File: config.mk
export PLATFORM = sky130hd
export DESIGN_NAME = vpw_link_controller
export DESIGN_NICKNAME = d
export VERILOG_FILES = /design/src/vpw_pkg.sv /design/src/vpw_link_controller.sv
export VERILOG_INCLUDE_DIRS = /design/src
export SDC_FILE = /design/constraint.sdc
export NUM_CORES = 1
export LEC_CHECK = 0
export BUFFER_PORTS_ARGS = -buffer_cell sky130_fd_sc_hd__buf_4
export CAP_MARGIN = 30
export CORE_MARGIN = 8
export CORE_UTILIZATION = 40
export CTS_CLUSTER_SIZE = 25
export DETAILED_ROUTE_END_ITERATION = 8
export PLACE_DENSITY = 0.63
export SLEW_MARGIN = 20
export SYNTH_ARGS = -nofsm -noshare
export SYNTH_HDL_FRONTEND = slang
export SYNTH_SLANG_ARGS = --single-unit
export TNS_END_PERCENT = 1
File: constraint.sdc
create_clock -name pclk -period 3.81 [get_ports pclk]
set_clock_uncertainty 0.05 [all_clocks]
set_input_delay 1.143 -clock pclk [delete_from_list [all_inputs] [get_ports pclk]]
set_output_delay 1.143 -clock pclk [all_outputs]
set_load 0.05 [all_outputs]
File: src/vpw_cfg.svh
/*
  vpw link constants: register offsets, field positions, reset values and
  symbol times in microseconds. assumes a 32-bit apb slave and a 200 mhz pclk.
*/
`ifndef VPW_CFG_SVH
`define VPW_CFG_SVH
`define VPW_US_CYC        200
`define VPW_OFF_CTRL2     12'h000
`define VPW_OFF_SVEC      12'h004
`define VPW_OFF_DATA      12'h008
`define VPW_OFF_FLAGS     12'h00c
`define VPW_CTRL_FASTRX   5
`define VPW_CTRL_TEOD     3
`define VPW_CTRL_RESET    32'h0000_0000
`define VPW_FL_RXFULL     0
`define VPW_FL_TXEMPTY    1
`define VPW_FL_EOF        2
`define VPW_FL_CRCERR     3
`define VPW_FL_INVALID    4
`define VPW_FL_TXERR      5
`define VPW_FLAGS_RESET   6'h02
`define VPW_FILT_MAX      4'hf
`define VPW_CRC_POLY      8'h1d
`define VPW_CRC_INIT      8'hff
`define VPW_CRC_GOOD      8'hc4
`define VPW_MAX_BYTES     12
`define VPW_SYNC_CYC      104
`define VPW_T_SHORT_US    64
`define VPW_T_LONG_US     128
`define VPW_T_SOF_US      200
`define VPW_T_EOD_US      200
`define VPW_T_EOF_US      280
`define VPW_T_IFS_US      20
`define VPW_T_IDLE_US     300
`define VPW_B_MIN_US      34
`define VPW_B_SHORT_US    96
`define VPW_B_LONG_US     164
`define VPW_B_EOF_US      240
`endif

File: src/vpw_pkg.sv
/*
  types of the vpw link block: transmit states and the packed state record.
  assumes vpw_cfg.svh for all figures.
*/
package vpw_pkg;
  typedef enum logic [3:0] {
    VPW_TX_IDLE = 4'b0001,
    VPW_TX_SOF  = 4'b0010,
    VPW_TX_BIT  = 4'b0100,
    VPW_TX_EOD  = 4'b1000
  } vpw_tx_e;

  typedef struct packed {
    logic        pready;
    logic        pslverr;
    logic [31:0] prdata;
    logic        tx_line;
    logic        smp;
    logic [3:0]  fcnt;
    logic        filt;
    logic        filt_d;
    logic [19:0] rcnt;
    logic        fast;
    logic        teod;
    logic [7:0]  txbuf;
    logic        tx_pend;
    logic [5:0]  flags;
    logic [7:0]  rxbuf;
    logic        in_frame;
    logic        eod_seen;
    logic        eof_seen;
    logic        idle;
    logic [7:0]  rx_crc;
    logic [2:0]  rx_bitn;
    logic [7:0]  rx_sh;
    logic [3:0]  rx_bytes;
    logic        sync_arm;
    logic [7:0]  scnt;
    vpw_tx_e     tst;
    logic [19:0] tcnt;
    logic [7:0]  tx_sh;
    logic [2:0]  tx_bitn;
    logic [7:0]  tx_crc;
    logic        tx_crcph;
    logic        tx_last;
    logic [3:0]  tx_bytes;
  } vpw_state_s;
endpackage : vpw_pkg

File: src/vpw_link_controller.sv
/*
  vpw single-wire link: receive noise filter, symbol decode, frame crc,
  transmit framing and separation-window sync, behind an apb slave.
  assumes an external transceiver: raw_tx_line high drives the bus active,
  raw_rx_line high means the bus is active; inputs synchronous to pclk.
*/
// Register access over APB and the address map were left to the implementer.
// Operation
// sample raw receive line each clock, apply counter update one step later
// filter counter counts up on high, down on low, between 0 and 15
// at 15 the filtered output sets and the counter saturates
// at 0 the filtered output clears and the counter saturates
// filtered output holds until the counter reaches the opposite end
// clean edges appear after about 15 to 16 clocks, short noise vanishes
// filtered pulses shorter than the shortest legal symbol are invalid symbols
// at most 12 bytes per frame, each sent msb first
// each sent frame holds at least one data byte plus crc
// frames start with a 200 us active start symbol outside the crc
// transmit crc x8+x4+x3+x2+1, preset ones, complemented and appended
// receive crc covers all bytes; remainder other than c4 flags crc error
// 200 us passive end-of-data sets no flag
// 280 us passive after data is end-of-frame and sets its flag
// wait 20 us more, 300 us passive in all, before a new start
// in separation wait resync to rising edge; send if written within 104 clocks
// receiver accepts a start symbol beginning during the separation period
// never send break; break while sending is a transmit error and stops
// break while receiving flags invalid, drops frame, clears fast receive
// 300 us or more passive is idle; pending message may start at once
// bits alternate active and passive, 64 or 128 us each
// logic 0 is 64 us passive or 128 us active
// logic 1 is 128 us passive or 64 us active
// durations measured on filtered signal in clocks from microsecond figures
`timescale 1ns/1ps
`default_nettype none
`include "vpw_cfg.svh"

module vpw_link_controller #(
  parameter int unsigned US_CYC = `VPW_US_CYC
) (
  input  wire logic        pclk,
  input  wire logic        presetn,
  input  wire logic        psel,
  input  wire logic        penable,
  input  wire logic        pwrite,
  input  wire logic [11:0] paddr,
  input  wire logic [31:0] pwdata,
  output var  logic [31:0] prdata,
  output var  logic        pready,
  output var  logic        pslverr,
  input  wire logic        raw_rx_line,
  output var  logic        raw_tx_line
);

  // the 20-bit run counter must hold a full idle time, and below four clocks
  // per microsecond the filter delay swallows the shortest symbols
  if (US_CYC < 4 || US_CYC * `VPW_T_IDLE_US >= 20'hfffff) begin : g_bad_us_cyc
    $error("vpw_link_controller: US_CYC out of range");
  end

  // microsecond figure to a 20-bit clock count
  function automatic logic [19:0] vpw_cyc(input int unsigned us);
    vpw_cyc = 20'(us * US_CYC);
  endfunction : vpw_cyc

  // one serial crc step, remainder msb out first
  function automatic logic [7:0] vpw_crc_step(input logic [7:0] c, input logic b);
    vpw_crc_step = {c[6:0], 1'b0} ^ ((c[7] ^ b) ? `VPW_CRC_POLY : 8'h00);
  endfunction : vpw_crc_step

  // same level and value gives the short bit
  function automatic logic [19:0] vpw_bit_len(input logic active, input logic b);
    vpw_bit_len = (active == b) ? vpw_cyc(`VPW_T_SHORT_US) : vpw_cyc(`VPW_T_LONG_US);
  endfunction : vpw_bit_len

  vpw_pkg::vpw_state_s s;
  vpw_pkg::vpw_state_s n;

  // every output is a register field of the state record
  assign prdata      = s.prdata;
  assign pready      = s.pready;
  assign pslverr     = s.pslverr;
  assign raw_tx_line = s.tx_line;

  always_comb begin
    // scratch values, cleared first so no latch is inferred
    logic        edge_seen;
    logic        rise;
    logic [19:0] meas;
    logic [5:0]  fset;
    logic [5:0]  fclr;
    logic        wr;
    logic        rd_done;
    logic        tx_go;
    logic [7:0]  crc_nx;
    logic        nbit;
    edge_seen = 1'b0;
    rise      = 1'b0;
    meas      = 20'h00000;
    fset      = 6'h00;
    fclr      = 6'h00;
    wr        = 1'b0;
    rd_done   = 1'b0;
    tx_go     = 1'b0;
    crc_nx    = 8'h00;
    nbit      = 1'b0;
    n         = s;

    // apb: one wait state, answer registered
    // a write lands only in the answer cycle, so an error answer changes nothing
    n.pready  = psel & penable & ~s.pready;
    n.pslverr = 1'b0;
    if (psel && penable && !s.pready) begin
      n.prdata = 32'h0000_0000;
      if (paddr == `VPW_OFF_CTRL2) begin
        n.prdata[`VPW_CTRL_FASTRX] = s.fast;
        n.prdata[`VPW_CTRL_TEOD]   = s.teod;
      end else if (paddr == `VPW_OFF_SVEC) begin
        if (s.flags[`VPW_FL_TXERR]) n.prdata[5:2] = 4'h6;
        else if (s.flags[`VPW_FL_INVALID]) n.prdata[5:2] = 4'h5;
        else if (s.flags[`VPW_FL_CRCERR]) n.prdata[5:2] = 4'h4;
        else if (s.flags[`VPW_FL_EOF]) n.prdata[5:2] = 4'h3;
        else if (s.flags[`VPW_FL_RXFULL]) n.prdata[5:2] = 4'h2;
        else if (s.flags[`VPW_FL_TXEMPTY]) n.prdata[5:2] = 4'h1;
      end else if (paddr == `VPW_OFF_DATA) begin
        n.prdata[7:0] = s.rxbuf;
      end else if (paddr == `VPW_OFF_FLAGS) begin
        n.prdata[5:0] = s.flags;
      end else begin
        n.pslverr = 1'b1;
      end
    end
    wr      = psel & penable & s.pready & pwrite & ~s.pslverr;
    rd_done = psel & penable & s.pready & ~pwrite & (paddr == `VPW_OFF_DATA);
    if (rd_done) fclr[`VPW_FL_RXFULL] = 1'b1;
    if (wr && paddr == `VPW_OFF_CTRL2) begin
      n.fast = pwdata[`VPW_CTRL_FASTRX];
      n.teod = pwdata[`VPW_CTRL_TEOD];
    end
    if (wr && paddr == `VPW_OFF_DATA) begin
      n.txbuf   = pwdata[7:0];
      n.tx_pend = 1'b1;
      fclr[`VPW_FL_TXEMPTY] = 1'b1;
    end
    if (wr && paddr == `VPW_OFF_FLAGS) fclr = fclr | pwdata[5:0];

    // receive filter
    // single clock: the falling-edge counter update is taken one clock later
    n.smp = raw_rx_line;
    if (s.smp && s.fcnt != `VPW_FILT_MAX) n.fcnt = s.fcnt + 4'h1;
    else if (!s.smp && s.fcnt != 4'h0) n.fcnt = s.fcnt - 4'h1;
    if (n.fcnt == `VPW_FILT_MAX) n.filt = 1'b1;
    else if (n.fcnt == 4'h0) n.filt = 1'b0;
    n.filt_d = s.filt;

    // run length of the filtered level; fast receive scales it by four
    // edges are taken from the filtered level one clock late
    edge_seen = s.filt ^ s.filt_d;
    rise      = s.filt & ~s.filt_d;
    // saturate the scaled run so a long fast-mode idle never wraps to a short one
    if (s.fast && s.rcnt[19:18] != 2'b00) meas = 20'hfffff;
    else if (s.fast) meas = {s.rcnt[17:0], 2'b00};
    else meas = s.rcnt;
    // the run counter saturates; only the first crossing of each threshold matters
    if (edge_seen) n.rcnt = 20'h00001;
    else if (s.rcnt != 20'hfffff) n.rcnt = s.rcnt + 20'h00001;

    // passive bits end on a rise, active bits and symbols on a fall
    if (edge_seen) begin
      // a filtered pulse shorter than any legal symbol
      if (meas < vpw_cyc(`VPW_B_MIN_US)) begin
        if (s.in_frame) fset[`VPW_FL_INVALID] = 1'b1;
        n.in_frame = 1'b0;
      end else if (rise) begin
        n.idle     = 1'b0;
        n.eof_seen = 1'b0;
        if (s.in_frame) begin
          nbit = (meas >= vpw_cyc(`VPW_B_SHORT_US));
        end
      end else if (meas >= vpw_cyc(`VPW_B_LONG_US) && meas < vpw_cyc(`VPW_B_EOF_US)) begin
        // an active run past the break limit is no start symbol
        // start symbol accepted even inside the separation period
        n.in_frame = 1'b1;
        n.eod_seen = 1'b0;
        n.rx_crc   = `VPW_CRC_INIT;
        n.rx_bitn  = 3'h0;
        n.rx_bytes = 4'h0;
      end else if (s.in_frame) begin
        nbit = (meas < vpw_cyc(`VPW_B_SHORT_US));
      end
      if (s.in_frame && meas >= vpw_cyc(`VPW_B_MIN_US)
          && meas < vpw_cyc(`VPW_B_LONG_US)) begin
        n.rx_sh  = {s.rx_sh[6:0], nbit};
        n.rx_crc = vpw_crc_step(s.rx_crc, nbit);
        n.rx_bitn = s.rx_bitn + 3'h1;
        if (s.rx_bitn == 3'h7) begin
          n.rxbuf    = {s.rx_sh[6:0], nbit};
          n.rx_bytes = s.rx_bytes + 4'h1;
          fset[`VPW_FL_RXFULL] = 1'b1;
          // a thirteenth byte overflows the frame
          if (s.rx_bytes == 4'(`VPW_MAX_BYTES)) begin
            fset[`VPW_FL_INVALID] = 1'b1;
            n.in_frame = 1'b0;
          end
        end
      end
    end else if (!s.filt) begin
      if (s.in_frame && meas >= vpw_cyc(`VPW_B_LONG_US)) begin
        // end of data: no flag of its own, only the crc or invalid verdict
        n.in_frame = 1'b0;
        n.eod_seen = 1'b1;
        // a partial byte, or no data byte before the crc, makes the frame invalid
        if (s.rx_bitn != 3'h0 || s.rx_bytes < 4'h2) fset[`VPW_FL_INVALID] = 1'b1;
        else if (s.rx_crc != `VPW_CRC_GOOD) fset[`VPW_FL_CRCERR] = 1'b1;
      end
      if (s.eod_seen && meas >= vpw_cyc(`VPW_B_EOF_US)) begin
        n.eod_seen = 1'b0;
        n.eof_seen = 1'b1;
        fset[`VPW_FL_EOF] = 1'b1;
      end
      if (meas >= vpw_cyc(`VPW_T_IDLE_US)) begin
        n.idle     = 1'b1;
        n.eof_seen = 1'b0;
      end
    end else if (meas >= vpw_cyc(`VPW_B_EOF_US)) begin
      // break on the bus
      // it stays true while the bus stays active, but in_frame and tst clear at once, so each flag is set only once
      if (s.in_frame) begin
        fset[`VPW_FL_INVALID] = 1'b1;
        n.in_frame = 1'b0;
        n.fast     = 1'b0;
      end
      if (s.tst != vpw_pkg::VPW_TX_IDLE) begin
        fset[`VPW_FL_TXERR] = 1'b1;
        n.tst     = vpw_pkg::VPW_TX_IDLE;
        n.tx_line = 1'b0;
      end
    end

    // separation window: resync to a rising edge, accept late writes for 104 clocks
    // a write after the window closes waits for a fully idle bus instead
    if (rise && s.eof_seen && !s.idle) begin
      n.sync_arm = 1'b1;
      n.scnt     = 8'h00;
    end else if (s.sync_arm) begin
      if (s.scnt == 8'(`VPW_SYNC_CYC)) n.sync_arm = 1'b0;
      else n.scnt = s.scnt + 8'h01;
    end

    // transmit framing
    // no bitwise arbitration: a collision is only caught once it looks like a break
    // idle also needs the filtered line low, so a held bus keeps the sender off
    tx_go = s.tx_pend && ((s.idle && !s.filt) || s.sync_arm);
    case (s.tst)
      vpw_pkg::VPW_TX_IDLE: begin
        if (tx_go && n.tst == vpw_pkg::VPW_TX_IDLE) begin
          n.tst      = vpw_pkg::VPW_TX_SOF;
          n.tx_line  = 1'b1;
          n.tcnt     = vpw_cyc(`VPW_T_SOF_US);
          // the start symbol stays outside the crc; the remainder is preset here
          n.tx_crc   = `VPW_CRC_INIT;
          n.tx_sh    = s.txbuf;
          n.tx_pend  = 1'b0;
          n.tx_last  = s.teod;
          n.tx_bytes = 4'h1;
          n.tx_crcph = 1'b0;
          n.tx_bitn  = 3'h0;
          fset[`VPW_FL_TXEMPTY] = 1'b1;
        end
      end
      vpw_pkg::VPW_TX_SOF: begin
        if (n.tst == vpw_pkg::VPW_TX_SOF) begin
          n.tcnt = s.tcnt - 20'h00001;
          if (s.tcnt == 20'h00001) begin
            n.tst     = vpw_pkg::VPW_TX_BIT;
            n.tx_line = 1'b0;
            n.tcnt    = vpw_bit_len(1'b0, s.tx_sh[7]);
          end
        end
      end
      vpw_pkg::VPW_TX_BIT: begin
        if (n.tst == vpw_pkg::VPW_TX_BIT) begin
          n.tcnt = s.tcnt - 20'h00001;
          if (s.tcnt == 20'h00001) begin
            // crc byte bits go out but are not fed back into the remainder
            crc_nx    = s.tx_crcph ? s.tx_crc : vpw_crc_step(s.tx_crc, s.tx_sh[7]);
            n.tx_crc  = crc_nx;
            n.tx_sh   = {s.tx_sh[6:0], 1'b0};
            n.tx_bitn = s.tx_bitn + 3'h1;
            n.tx_line = ~s.tx_line;
            if (s.tx_bitn == 3'h7) begin
              if (s.tx_crcph) begin
                n.tst  = vpw_pkg::VPW_TX_EOD;
                n.tcnt = vpw_cyc(`VPW_T_EOD_US);
              end else if (s.tx_last || s.tx_bytes == 4'(`VPW_MAX_BYTES - 1)) begin
                n.tx_sh    = ~crc_nx;
                n.tx_crcph = 1'b1;
              end else if (s.tx_pend) begin
                n.tx_sh    = s.txbuf;
                n.tx_pend  = 1'b0;
                n.tx_last  = s.teod;
                n.tx_bytes = s.tx_bytes + 4'h1;
                fset[`VPW_FL_TXEMPTY] = 1'b1;
              end else begin
                // underrun: a frame cannot be held open, so it is abandoned
                fset[`VPW_FL_TXERR] = 1'b1;
                n.tst     = vpw_pkg::VPW_TX_IDLE;
                n.tx_line = 1'b0;
              end
            end
            if (n.tst == vpw_pkg::VPW_TX_BIT) begin
              n.tcnt = vpw_bit_len(n.tx_line, n.tx_sh[7]);
            end
          end
        end
      end
      vpw_pkg::VPW_TX_EOD: begin
        // own end of data; the separation wait follows from the idle measure
        n.tcnt = s.tcnt - 20'h00001;
        if (s.tcnt == 20'h00001) n.tst = vpw_pkg::VPW_TX_IDLE;
      end
      default: begin
        n.tst     = vpw_pkg::VPW_TX_IDLE;
        n.tx_line = 1'b0;
      end
    endcase

    // hardware set wins over a software clear in the same cycle
    n.flags = (s.flags & ~fclr) | fset;
  end

  always_ff @(posedge pclk or negedge presetn) begin
    if (!presetn) begin
      s       <= '0;
      s.tst   <= vpw_pkg::VPW_TX_IDLE;
      s.flags <= `VPW_FLAGS_RESET;
      // the bus counts as busy after reset until a full idle time is measured
      s.idle  <= 1'b0;
    end else begin
      s <= n;
    end
  end

endmodule : vpw_link_controller

`default_nettype wire

==> results.md <==
- Crit start category: register
- Diode count: 0
- Initial DRC count: 473
- Post-synth ARST share: 100.0%
- Post-route DRC: 0
- Clock power share: 44.9%
- Row count: 53
- Yosys reg bits: 147
- Post-route setup TNS: 0 ns
- Synth warnings: 0
- Slew at the pin closest to its max-slew limit: 0.8106 ns
- Max-cap viol count: 0
- Netlist Area Pre-Place: 0.008542 mm²
- Leading post-synthesis cells by cell area: dfrtp_1, nand2_1, nor2_1, o21ai_0, buf_4
- Final setup margin: 0.4000 ns
- TritonCTS buffer count: 17
- Max_slew headroom: 45.20%
- Die Ht: 162.1 µm
- DR vias/cell: 5.489
- NetSw: 1.091 mW
- # Post-CTS Setup Buffers: 0
- Hold Fails Final Rpt: 0
- Cell Pwr Density: 410.2 mW/mm²
- Hold bufs inserted after CTS: 0
- Core area: 0.02102 mm²
- Worst Setup Path Type: reg -> reg
- Dpl ws: 0.5195 ns
- Largest family of logic cells by synthesized area: simple AND/OR/NAND/NOR gates
- RSZ-0062 raised after global routing: no
- Worst-path cell chain: buf_4, mux2_2, nand2_1, a311o_1, o21a_1, nor2_1, buf_4, o21ai_0, o21ai_0, mux2_2
- Post-synthesis mux area share: 4.321%
- Gate power share: 11.8%
- Critical Path Sink Type: register
- Worst-path fanout max: 19
- CTS root buf: clkbuf_16
- Status: completed
- EDFF count, synth: 0
- Worst EP arrival: 3.67 ns
- Num ports: 85
- F_max: 293.3 MHz
- Gr ovfl total: 0
- Setup violators final: 0
- Static Leak: 4.303 nW
- Post-Synthesis Cells: 952
- Drt first pass iters: 4
- Routability cong.: 0.8600
- Crit share post-route: 89.50%
- Xor and xnor area share after synthesis: 3.999%
- Post-synth top area share: 42.48%
- Synthesis-to-layout area growth: 12.14%
- Share of cells above drive strength 1: 12.83%
- Ys flop type: dfrtp_1
- Critical Path RT: 4.07 ns
- Gr usage total: 15.53%
- Hold Slack: 0.4173 ns
- Area leader, netlist: dfrtp_1
- Simple-gate share of the synthesized area: 20.46%
- DR vias: 6900
- First-pass GRT wire length: 33.86 mm
- Full die area: 0.02629 mm²
- Mean Syn Cell Area: 8.973 µm²
- Longest Clk Path Bufs: 2
- Initial Utilization: 40.63%
- H-tree depth: 4
- VDD IR-drop max: 0.3549 mV
- Crit-path slowest cell: dfrtp_1
- Pint: 2.838 mW
- Distinct cells, synth: 78
- Worst-path clk slew: 0.06 ns
- CTS tree: done
- Sw frac: 27.76%
- Post-DP HPWL: 13.95 mm
- Min Tclk post-route: 3.410 ns
- CP top delay family: compound AO/OA/AOI/OAI gates
- Post-synthesis sequential area ratio: 43.09%
- Hold Crit Class: reg -> reg
- CTS Sinks: 147
- Flop pwr share: 43.2%
- Final max-slew violation count: 0
- Post-synthesis compound-gate area fraction: 18.73%
- Number of I/O port buffers: 36
- Clock Latency Late Sink: 0.43 ns
- Biggest cell delay along the critical path: 0.59 ns
- Bufs and invs on worst path: 2
- WL/cell: 15.63 µm
- PostCTS Resize Cnt: 0
- Chip Width: 162.1 µm
- Post-Synth Adder-Cell Area: 2.783%
- Routed Antenna Nets: 0
- Number of fill cells: 2031
- Initial antenna violation count: 0
- Vias in the first global route: 6774
- WL final: 19.65 mm
- Pin count of the biggest net entering global routing: 61
- Final #Nets: 1039
[power by group through the flow]
stage | registers (mW) | logic (mW) | clock network (mW)
floorplan | 1.70 | 0.374 | 0
global placement | 1.73 | 0.462 | 0
detailed placement | 1.73 | 0.469 | 0
CTS | 1.70 | 0.470 | 1.80
global route | 1.71 | 0.534 | 1.87
finish | 1.70 | 0.465 | 1.76
[final timing paths]
check	startpoint	end	slack, ns	depth (start not counted)
max	s[109]	s[12]	0.40	10
min	prdata[6]	prdata[6]	0.42	2
max reg2reg	s[109]	s[12]	0.40	10
min reg2reg	prdata[6]	prdata[6]	0.42	2
max in group asynchronous	presetn	s[14]	2.31	2
min in group asynchronous	presetn	s[29]	0.63	1
[layer usage]
layer | wire (µm) | global-route usage (%) | up-vias | part of all wire [%]
met5 | 0 | 0 | - | 0
met1 | 9673 | 21.22 | 3368 | 49
met2 | 9097 | 24.42 | 118 | 46
li1 | - | - | 3397 | -
met4 | 189 | 4.335 | 0 | 0.96
met3 | 687 | 3.240 | 17 | 3.5
[registers in the layout, summed over array words and instances (netlist names)]
signal / cells
s: 135
prdata: 8
n: 1
pready: 1
pslverr: 1
raw_tx_line: 1
[layout by cell type (no fill, tap or decap), types with 8 or more instances in the layout]
cell,n
nand3_1,26
nor2_1,101
mux2_2,21
a21oi_1,44
nor3_1,28
clkbuf_16,17
a31oi_1,13
xor2_1,23
or3_1,18
inv_1,33
nor4_1,13
dfrtp_1,145
o22ai_1,11
o22a_1,8
xnor2_1,16
mux2i_1,11
nand2b_1,8
o21ai_0,55
a22o_1,11
nand4_1,10
nand2_1,114
a21o_1,10
o211ai_1,12
ha_1,19
conb_1,24
buf_4,53
[synth_stat cells, drive strengths merged, types with 4 or more instances]
| cell | instances |
|---|---|
| dfrtp | 145 |
| nand2 | 114 |
| nor2 | 102 |
| o21ai | 63 |
| a21oi | 45 |
| buf | 43 |
| clkbuf | 36 |
| inv | 33 |
| nor3 | 28 |
| nand3 | 26 |
| xor2 | 23 |
| mux2 | 21 |
| ha | 19 |
| or3 | 19 |
| xnor2 | 16 |
| nor4 | 14 |
| a31oi | 13 |
| o211ai | 13 |
| a22o | 11 |
| mux2i | 11 |
| o22ai | 11 |
| a21o | 10 |
| nand4 | 10 |
| nand2b | 8 |
| o22a | 8 |
| a211oi | 7 |
| a22oi | 7 |
| nor2b | 7 |
| nor4b | 7 |
| o31ai | 7 |
| o21a | 6 |
| o41ai | 5 |
| or2 | 5 |
| or4 | 5 |
| a2bb2oi | 4 |
| nand3b | 4 |
| nor3b | 4 |
[final cells by class]
type	count	area, µm²	area share, %
multi-input cells	716	4387	45.79
flip-flops and latches	147	3681	38.43
clock buffers	18	439.2	4.585
repair buffers	55	429.2	4.480
well taps	275	344.1	3.592
clock inverters	13	175.2	1.829
inverters	33	123.9	1.293
[stage by stage]
step | util [%] | power [mW] | cell area (µm²) | instances
after global routing | 45.57 | 4.117 | 9579 | 1257
after floorplan | - | 2.072 | 8628 | 975
after detailed placement | 42.65 | 2.196 | 8965 | 1226
after CTS | 45.57 | 3.966 | 9579 | 1257
final | 45.57 | 3.929 | 9579 | 1257
after global placement | 42.65 | 2.189 | 8965 | 1226
[logic make-up after synthesis]
group	Yosys count
other cells	1
xor+xnor	39
simple gates	363
flops	147
buf+inv	112
mux	33
fa+ha+maj	19
compound gates	238
[worst reg2reg max path: stages (launching register included)]
cell and delay, ns:
dfrtp_1 0.59, buf_4 0.32, mux2_2 0.36, nand2_1 0.08, a311o_1 0.25, o21a_1 0.30
nor2_1 0.08, buf_4 0.20, o21ai_0 0.56, o21ai_0 0.20, mux2_2 0.30
Note: power is estimated with default switching activity, not from simulation.
